$ cat config.mk
export PLATFORM = sky130hd
export DESIGN_NAME = acc_adc_control
export DESIGN_NICKNAME = d
export VERILOG_FILES = /design/src/shared/acc_pkg.sv /design/src/verilog/acc_adc_control.sv /design/src/verilog/acc_sequencer.sv
export SDC_FILE = /design/constraint.sdc
export NUM_CORES = 1
export LEC_CHECK = 0
export BUFFER_PORTS_ARGS = -buffer_cell sky130_fd_sc_hd__buf_2
export CELL_PAD_IN_SITES_DETAIL_PLACEMENT = 1
export CELL_PAD_IN_SITES_GLOBAL_PLACEMENT = 2
export CORE_UTILIZATION = 38
export CTS_CLUSTER_SIZE = 40
export DETAILED_ROUTE_END_ITERATION = 10
export GPL_TIMING_DRIVEN = 0
export PLACE_DENSITY_LB_ADDON = 0.15
export SLEW_MARGIN = 15
export SYNTH_ARGS = -nofsm -noshare
export SYNTH_HDL_FRONTEND = slang
export SYNTH_HIERARCHICAL = 1
export SYNTH_SLANG_ARGS = --single-unit
$ cat constraint.sdc
create_clock -name CLK -period 6.62 [get_ports CLK]
set_input_delay 1.986 -clock CLK [delete_from_list [all_inputs] [get_ports CLK]]
set_output_delay 1.986 -clock CLK [all_outputs]
set_load 0.01 [all_outputs]
$ cat src/shared/acc_pkg.sv
// Package: constants, types and register map of the converter control block
// Functional notes
// - Start bit begins conversion of selected channel
// - Completion stores result, sets flag, raises irq
// - Start bit clears itself after start
// - Reading result clears the done flag
// - Restart clears flag, old result kept
// - Low-power entry aborts, resets controls, drops result if converting
// - No automatic resume after low-power return
// - Low-power entry disconnects the reference ladder
// - Result is unsigned eight bits
// - Six channels sampled only when analog
// - Busy set on start, cleared on finish/low-power
// - Channel codes 0 to 5 valid, rest reserved
// - Conversion time codes map to fc counts
// - Controls held at reset during low-power
package acc_pkg;
   // Register offsets
   localparam logic [7:0] OFS_CTRL1   = 8'h0e;
   localparam logic [7:0] OFS_CTRL2   = 8'h0f;
   localparam logic [7:0] OFS_RESULT  = 8'h20;
   localparam logic [7:0] OFS_STATUS  = 8'h21;
   localparam logic [7:0] OFS_IRQ_ST  = 8'h22;
   localparam logic [7:0] OFS_IRQ_EN  = 8'h23;
   localparam logic [7:0] OFS_IRQ_CLR = 8'h24;
   // Control 1 field positions
   localparam int CTRL1_START_BIT = 7;
   localparam int CTRL1_DIS_BIT   = 4;
   // Control 2 field positions
   localparam int CTRL2_LADDER_BIT = 5;
   localparam int CTRL2_TIME_LSB   = 1;
   // Status field positions
   localparam int STAT_DONE_BIT = 5;
   localparam int STAT_BUSY_BIT = 4;
   // Reset values
   localparam logic [7:0] CTRL1_RESET = 8'h10;
   localparam logic [7:0] CTRL2_RESET = 8'h00;
   localparam logic [7:0] RESULT_RESET = 8'h00;
   // Reserved code limits
   localparam logic [3:0] CHAN_LAST = 4'h5;
   localparam int NUM_CHANNELS = 6;
   // Conversion lengths in fc periods
   localparam int CONV_T0 = 39;
   localparam int CONV_T2 = 78;
   localparam int CONV_T3 = 156;
   localparam int CONV_T4 = 312;
   localparam int CONV_T5 = 624;
   localparam int CONV_T6 = 1248;
   localparam int CNT_W = 11;

   // Control register 1 layout
   typedef struct packed {
      logic       start;
      logic [1:0] fixed;
      logic       input_disable;
      logic [3:0] channel;
   } acc_ctrl1_t;

   // Control register 2 layout
   typedef struct packed {
      logic [1:0] unused;
      logic       ladder_connect;
      logic       fixed_one;
      logic [2:0] time_sel;
      logic       fixed_zero;
   } acc_ctrl2_t;

   // Sequencer states
   typedef enum logic [1:0] {
      ST_IDLE = 2'b00,
      ST_CONV = 2'b01,
      ST_DONE = 2'b11
   } acc_state_t;

   // Cycle count for a time code, zero for reserved
   function automatic logic [CNT_W-1:0] conv_cycles(input logic [2:0] code);
      case (code)
         3'b000:  conv_cycles = CNT_W'(CONV_T0);
         3'b010:  conv_cycles = CNT_W'(CONV_T2);
         3'b011:  conv_cycles = CNT_W'(CONV_T3);
         3'b100:  conv_cycles = CNT_W'(CONV_T4);
         3'b101:  conv_cycles = CNT_W'(CONV_T5);
         3'b110:  conv_cycles = CNT_W'(CONV_T6);
         default: conv_cycles = '0;
      endcase
   endfunction
endpackage

$ cat src/verilog/acc_adc_control.sv
// Converter control top: registers, sequencer, interrupt and analog controls
//
// Implementation choices: the register addresses and strobed register access.
`timescale 1ns/1ps
`default_nettype none
module acc_adc_control
   import acc_pkg::*;
#(
   parameter int RES_W = 8
)(
   // Clock and reset
   input  wire logic       CLK,
   input  wire logic       RESET,
   // Register port
   input  wire logic [7:0] ADDR,
   input  wire logic [7:0] WDATA,
   input  wire logic       WR,
   input  wire logic       RD,
   output var  logic [7:0] RDATA,
   // Power mode
   input  wire logic       LOW_POWER,
   // Analog front end
   input  wire logic [7:0] SAMPLE_VALUE,
   output var  logic [5:0] CHANNEL_ENABLE,
   output var  logic       LADDER_ON,
   output var  logic       SAMPLING,
   // Interrupt
   output var  logic       IRQ
);
   // Width check
   if (RES_W != 8) begin : g_bad_width
      $error("Result width must be 8");
   end

   acc_ctrl1_t       ctrl1, next_ctrl1;     // Control register 1
   acc_ctrl2_t       ctrl2, next_ctrl2;     // Control register 2
   logic [RES_W-1:0] result, next_result;   // Conversion result
   logic             done_flag, next_done_flag;
   logic [1:0]       irq_st, next_irq_st;   // Sticky: bit0 done, bit1 abort
   logic [1:0]       irq_en, next_irq_en;
   logic [7:0]       next_rdata;
   logic             start_req;             // Start written this cycle
   logic             start_ok;              // Start accepted: idle and a valid time code
   logic             busy, done;            // From sequencer
   logic             aborting;              // Low power hit during conversion

   // Start request when start bit written outside low power
   assign start_req = WR && ADDR == OFS_CTRL1 && WDATA[CTRL1_START_BIT] && !LOW_POWER;
   assign aborting  = LOW_POWER && busy;
   // Reserved time codes start nothing, so the analog side must not wake for them
   assign start_ok  = start_req && !busy && conv_cycles(ctrl2.time_sel) != '0;

   // Sequencer, aborted by low-power entry
   acc_sequencer u_seq (
      .clk    (CLK),
      .reset  (RESET),
      .start  (start_ok),
      .abort  (LOW_POWER),
      .length (conv_cycles(ctrl2.time_sel)),
      .busy   (busy),
      .done   (done)
   );

   // Register next values
   always_comb begin
      next_ctrl1     = ctrl1;
      next_ctrl2     = ctrl2;
      next_result    = result;
      next_done_flag = done_flag;
      next_irq_st    = irq_st;
      next_irq_en    = irq_en;
      next_rdata     = 8'h00;
      // Start bit never stored; reads back as zero
      next_ctrl1.start = 1'b0;
      // Software writes
      if (WR) begin
         case (ADDR)
            OFS_CTRL1: begin
               next_ctrl1 = acc_ctrl1_t'(WDATA);
               next_ctrl1.start = 1'b0;
            end
            OFS_CTRL2:   next_ctrl2 = acc_ctrl2_t'(WDATA);
            OFS_IRQ_EN:  next_irq_en = WDATA[1:0];
            OFS_IRQ_CLR: next_irq_st = irq_st & ~WDATA[1:0];
            default: ;
         endcase
      end
      // Restart before the result read clears the flag, result kept
      if (start_req) begin
         next_done_flag = 1'b0;
      end
      // Reads; the result read clears the done flag
      if (RD) begin
         case (ADDR)
            OFS_CTRL1:  next_rdata = ctrl1;
            OFS_CTRL2:  next_rdata = ctrl2;
            OFS_RESULT: begin
               next_rdata     = result;
               next_done_flag = 1'b0;
            end
            OFS_STATUS: begin
               next_rdata[STAT_DONE_BIT] = done_flag;
               next_rdata[STAT_BUSY_BIT] = busy;
            end
            OFS_IRQ_ST: next_rdata = {6'h00, irq_st};
            OFS_IRQ_EN: next_rdata = {6'h00, irq_en};
            default:    next_rdata = 8'h00;
         endcase
      end
      // Completion wins over any clear in the same cycle
      if (done) begin
         next_result    = SAMPLE_VALUE;
         next_done_flag = 1'b1;
         next_irq_st[0] = 1'b1;
      end
      if (aborting) begin
         next_irq_st[1] = 1'b1;
      end
      // Low power: controls forced to reset, control writes ignored, result dropped if converting
      if (LOW_POWER) begin
         next_ctrl1 = acc_ctrl1_t'(CTRL1_RESET);
         next_ctrl2 = acc_ctrl2_t'(CTRL2_RESET);
         if (aborting) begin
            next_result    = RESULT_RESET;
            next_done_flag = 1'b0;
         end
      end
   end

   // Registers
   always_ff @(posedge CLK) begin
      if (RESET) begin
         ctrl1     <= acc_ctrl1_t'(CTRL1_RESET);
         ctrl2     <= acc_ctrl2_t'(CTRL2_RESET);
         result    <= RESULT_RESET;
         done_flag <= 1'b0;
         irq_st    <= 2'b00;
         irq_en    <= 2'b00;
         RDATA     <= 8'h00;
      end else begin
         ctrl1     <= next_ctrl1;
         ctrl2     <= next_ctrl2;
         result    <= next_result;
         done_flag <= next_done_flag;
         irq_st    <= next_irq_st;
         irq_en    <= next_irq_en;
         RDATA     <= next_rdata;
      end
   end

   // Analog-side outputs and IRQ, registered
   always_ff @(posedge CLK) begin
      if (RESET) begin
         CHANNEL_ENABLE <= 6'h00;
         LADDER_ON      <= 1'b0;
         SAMPLING       <= 1'b0;
         IRQ            <= 1'b0;
      end else begin
         // One-hot enable only for a valid code with analog input enabled
         CHANNEL_ENABLE <= 6'h00;
         if (!next_ctrl1.input_disable && next_ctrl1.channel <= CHAN_LAST) begin
            CHANNEL_ENABLE <= 6'(6'h01 << next_ctrl1.channel[2:0]);
         end
         // Ladder off in low power, else always-on or during conversion
         LADDER_ON <= !LOW_POWER && (next_ctrl2.ladder_connect || start_ok || (busy && !done));
         SAMPLING  <= !LOW_POWER && (start_ok || (busy && !done));
         IRQ       <= |(next_irq_st & next_irq_en);
      end
   end
endmodule // acc_adc_control
`default_nettype wire

$ cat src/verilog/acc_sequencer.sv
// Conversion sequencer: counts the selected conversion length
`timescale 1ns/1ps
`default_nettype none
module acc_sequencer
   import acc_pkg::*;
(
   // Clock and reset
   input  wire logic             clk,
   input  wire logic             reset,
   // Control
   input  wire logic             start,
   input  wire logic             abort,
   input  wire logic [CNT_W-1:0] length,
   // Status
   output var  logic             busy,
   output var  logic             done
);
   acc_state_t       state;       // Current state
   acc_state_t       next_state;  // Next state
   logic [CNT_W-1:0] count;       // Elapsed cycles
   logic [CNT_W-1:0] next_count;
   logic [CNT_W-1:0] target;      // Latched length
   logic [CNT_W-1:0] next_target;

   // Next-state logic
   always_comb begin
      next_state  = state;
      next_count  = count;
      next_target = target;
      case (state)
         ST_IDLE, ST_DONE: begin
            next_state = ST_IDLE;
            if (start && length != '0) begin
               next_state  = ST_CONV;
               next_count  = CNT_W'(1);
               next_target = length;
            end
         end
         ST_CONV: begin
            // Completion in the cycle after the count reaches the length
            if (count == target) begin
               next_state = ST_DONE;
            end else begin
               next_count = count + CNT_W'(1);
            end
         end
         default: next_state = ST_IDLE;
      endcase
      // Abort parks the sequencer idle; only a fresh start leaves it
      if (abort) begin
         next_state = ST_IDLE;
      end
   end

   // State registers
   always_ff @(posedge clk) begin
      if (reset) begin
         state  <= ST_IDLE;
         count  <= '0;
         target <= '0;
      end else begin
         state  <= next_state;
         count  <= next_count;
         target <= next_target;
      end
   end

   // Busy spans the counting; done is a one-cycle pulse
   assign busy = (state == ST_CONV);
   assign done = (state == ST_DONE);
endmodule // acc_sequencer
`default_nettype wire
==> run metrics <==
post-synthesis cell type count 62; cell taking the most area after synthesis dfxtp_1; initial antenna violation count 0; vias in the first global route 3080; worst path arrival time 4.80 ns; CP Class in2reg; final std cells w/o fill 546; RSZ-0062 raised after global routing no; antenna-violating nets left 0; critical path depth in cells 11; area delta synth->final 15.9%; DP Worst Slack 1.75 ns; period utilization 68.2%; Data required, critical path 6.90 ns; sequential area share after synthesis 40.0%; crit path launch type primary input; pwr dens between 200 and 250 mW/mm^2; min Tclk post-route 4.51 ns; Routed WL per cell 17.8 um; DRT iter0 DRCs 56; DRC 0; most used cell, CP buf_6; synthesized netlist cell count 379; share of async-settable or async-resettable flops after synthesis 0%; Post-synth EDFFs 0; outcome complete, no violations; diodes inserted 0; r2r setup slk 3.74 ns; Chip Height 97.4 um; Relative slew margins 36.8%; Worst Reg-to-Reg Cells 9; DP HPWL 7.10 mm; grt ovf 0; most common cell in the synthesized netlist dfxtp_1; worst path cell trace buf_2, or3_1, buf_6, nor4_4, buf_6, and3_1, inv_1, a31o_2, a211oi_1, a41oi_1, a31oi_1; nets about 470; drt total wl 9.73 mm; Post-CTS Setup Bufs 0; Clock Latency Late Sink 0.35 ns; share of the synthesized area in the top cell type 40.0%; final max-slew violation count 0; cts repair resizes 0; effective utilization at floorplan 39.4%; Worst VDD drop roughly 0.000090 V; # IOs 46; Yosys warning count 6; Post-CTS Hold Fix Bufs 0; most frequent cells after synthesis dfxtp_1 (69), nor2_1 (54), mux2i_1 (41), inv_1 (18), nand2_1 (18); Post-synth top flop dfxtp_1; syn avg cell area 9.12 um^2; Clock transition at path regs 0.08 ns; core box area between 0.008 and 0.009 mm^2; critical path's slowest cell a211oi_1; Post-Route Setup TNS 0 ns; Via Count a little under 3000; routability cong. about 0.76; port bufs 43; Crit path largest cell delay between 0.6 and 0.7 ns; First-pass DRT Iterations 4; CTS tree done; fin util 45.7%; syn_nets 412; H-tree levels 3; Worst setup EP type register; CP max FO 10; layout cell share with drive strength beyond 1 21.2%; CTS max path bufs 2; CP Buf/Inv Count 4; Post-DP Area 0.00381 mm^2; cell area after layout 0.00401 mm^2; Highest Clock Rate roughly 220 MHz; setup ws final 2.11 ns; Die ar. 0.00948 mm^2; Rows 34; Synth area leaders dfxtp_1 (40%), mux2i_1 (12%), nor2_1 (5.9%), xnor2_1 (3.0%), mux2_2 (2.9%); vias per cell 5.40; Num CTS Buffers 9; synthesized cell area 0.00346 mm^2; hold path depth 2; largest net degree at the start of global routing 13; post-synthesis register bit count between 60 and 70; Max-Cap Viols 0; CTS root buf clkbuf_8; chip width between 90 and 100 um; endpoints failing setup 0; first-pass GRT wire length between 15 and 20 mm; Power Total 0.809 mW; Hold Path Class reg2reg; final hold slack 0.504 ns; TritonCTS Sinks ~70; total global-route track usage 21.4%; Fill cells between 1000 and 1500; Pleak 1.49 nW; Post-Route Skew 0.00840 ns; cell family with most CP delay compound AO/OA/AOI/OAI gates; Inst Count DP 530; Worst-Margin Slew 0.941 ns; count of final hold-check violations 0
==> report_power, final <==
part           switching [mW]  leakage (nW)  total [mW]  internal (mW)
combinational          0.0221         0.839      0.0340         0.0119
sequential          0.0000719         0.555       0.415          0.415
clock                   0.175        0.0959       0.360          0.185
==> final cells by class <==
type | count | area (um^2) | share of cell area (%)
Sequential cell | 69 | 1380 | 34.5
Clock inverter | 5 | 58.8 | 1.47
Clock buffer | 11 | 141 | 3.53
Buffer | 20 | 105 | 2.62
Tap cell | 108 | 135 | 3.37
Timing Repair Buffer | 43 | 215 | 5.37
Inverter | 18 | 67.6 | 1.69
Multi-Input combinational cell | 272 | 1900 | 47.5
==> worst reg2reg max path: cells and delay by family, from the launching register on <==
family / cells / cell delay, ns
AOI/OAI and AO/OA: 5 / 1.58
and+or+nand+nor: 2 / 0.46
buffers and inverters: 2 / 0.47
DFF: 1 / 0.31
==> per-layer routing <==
layer  GRT usage [%]  vias to the layer above  routed length, um
li1                -                     1473                  -
met1            26.0                     1429               4480
met2            37.2                       33               4880
met3            3.45                       12                203
met4            8.94                        0                156
met5               0                        -                  0
==> sequential cells by signal (all words and copies together) (netlist names), 2 cells and up <==
| register | flops |
|---|---|
| irq_st | 2 |
| ctrl1 | 7 |
| u_seq/count | 11 |
| result | 8 |
| ctrl2 | 8 |
| RDATA | 8 |
| u_seq/state | 2 |
| CHANNEL_ENABLE | 6 |
| irq_en | 2 |
| u_seq/target | 11 |
==> final timing paths <==
| kind | endpoint | start |
|---|---|---|
| setup reg to reg | u_seq/count[9]$_SDFFE_PP0P_ | ctrl2[3]$_SDFFE_PP0P_ |
| hold reg to reg | ctrl1[5]$_SDFFE_PP0N_ | ctrl1[5]$_SDFFE_PP0N_ |
| setup / recovery | u_seq/count[9]$_SDFFE_PP0P_ | ADDR[4] |
| hold / removal | ctrl1[5]$_SDFFE_PP0N_ | ctrl1[5]$_SDFFE_PP0N_ |
==> cell families after synthesis <==
family,synth area share (%)
muxes,14.8
DFF,40.0
and+or+nand+nor,21.8
xor gates and xnor gates,3.04
AOI/OAI and AO/OA,13.7
adders and majority gates,1.74
buffers and inverters,4.99
==> cells in the final DEF (no fill, tap or decap), types with 3 or more instances in the layout <==
| cell | synthesis | routed |
|---|---|---|
| dfxtp_1 | 69 | 69 |
| nor2_1 | 54 | 54 |
| buf_2 | 6 | 49 |
| mux2i_1 | 41 | 41 |
| inv_1 | 18 | 18 |
| nand2_1 | 18 | 18 |
| clkbuf_1 | 11 | 12 |
| xnor2_1 | 12 | 12 |
| nand3_1 | 11 | 11 |
| a31oi_1 | 10 | 10 |
| clkbuf_8 | 0 | 10 |
| a21oi_1 | 9 | 9 |
| mux2_2 | 9 | 9 |
| nor3_1 | 8 | 8 |
| nand4_1 | 7 | 7 |
| nor4_1 | 7 | 7 |
| o21ai_0 | 6 | 6 |
| a22oi_1 | 5 | 5 |
| a21o_1 | 4 | 4 |
| or3_1 | 4 | 4 |
| ha_1 | 4 | 4 |
| nand2b_1 | 3 | 3 |
| buf_6 | 3 | 3 |
| nor2b_1 | 3 | 3 |
| o31ai_1 | 3 | 3 |
| o211ai_1 | 3 | 3 |
(Power assumes the default switching activity.)
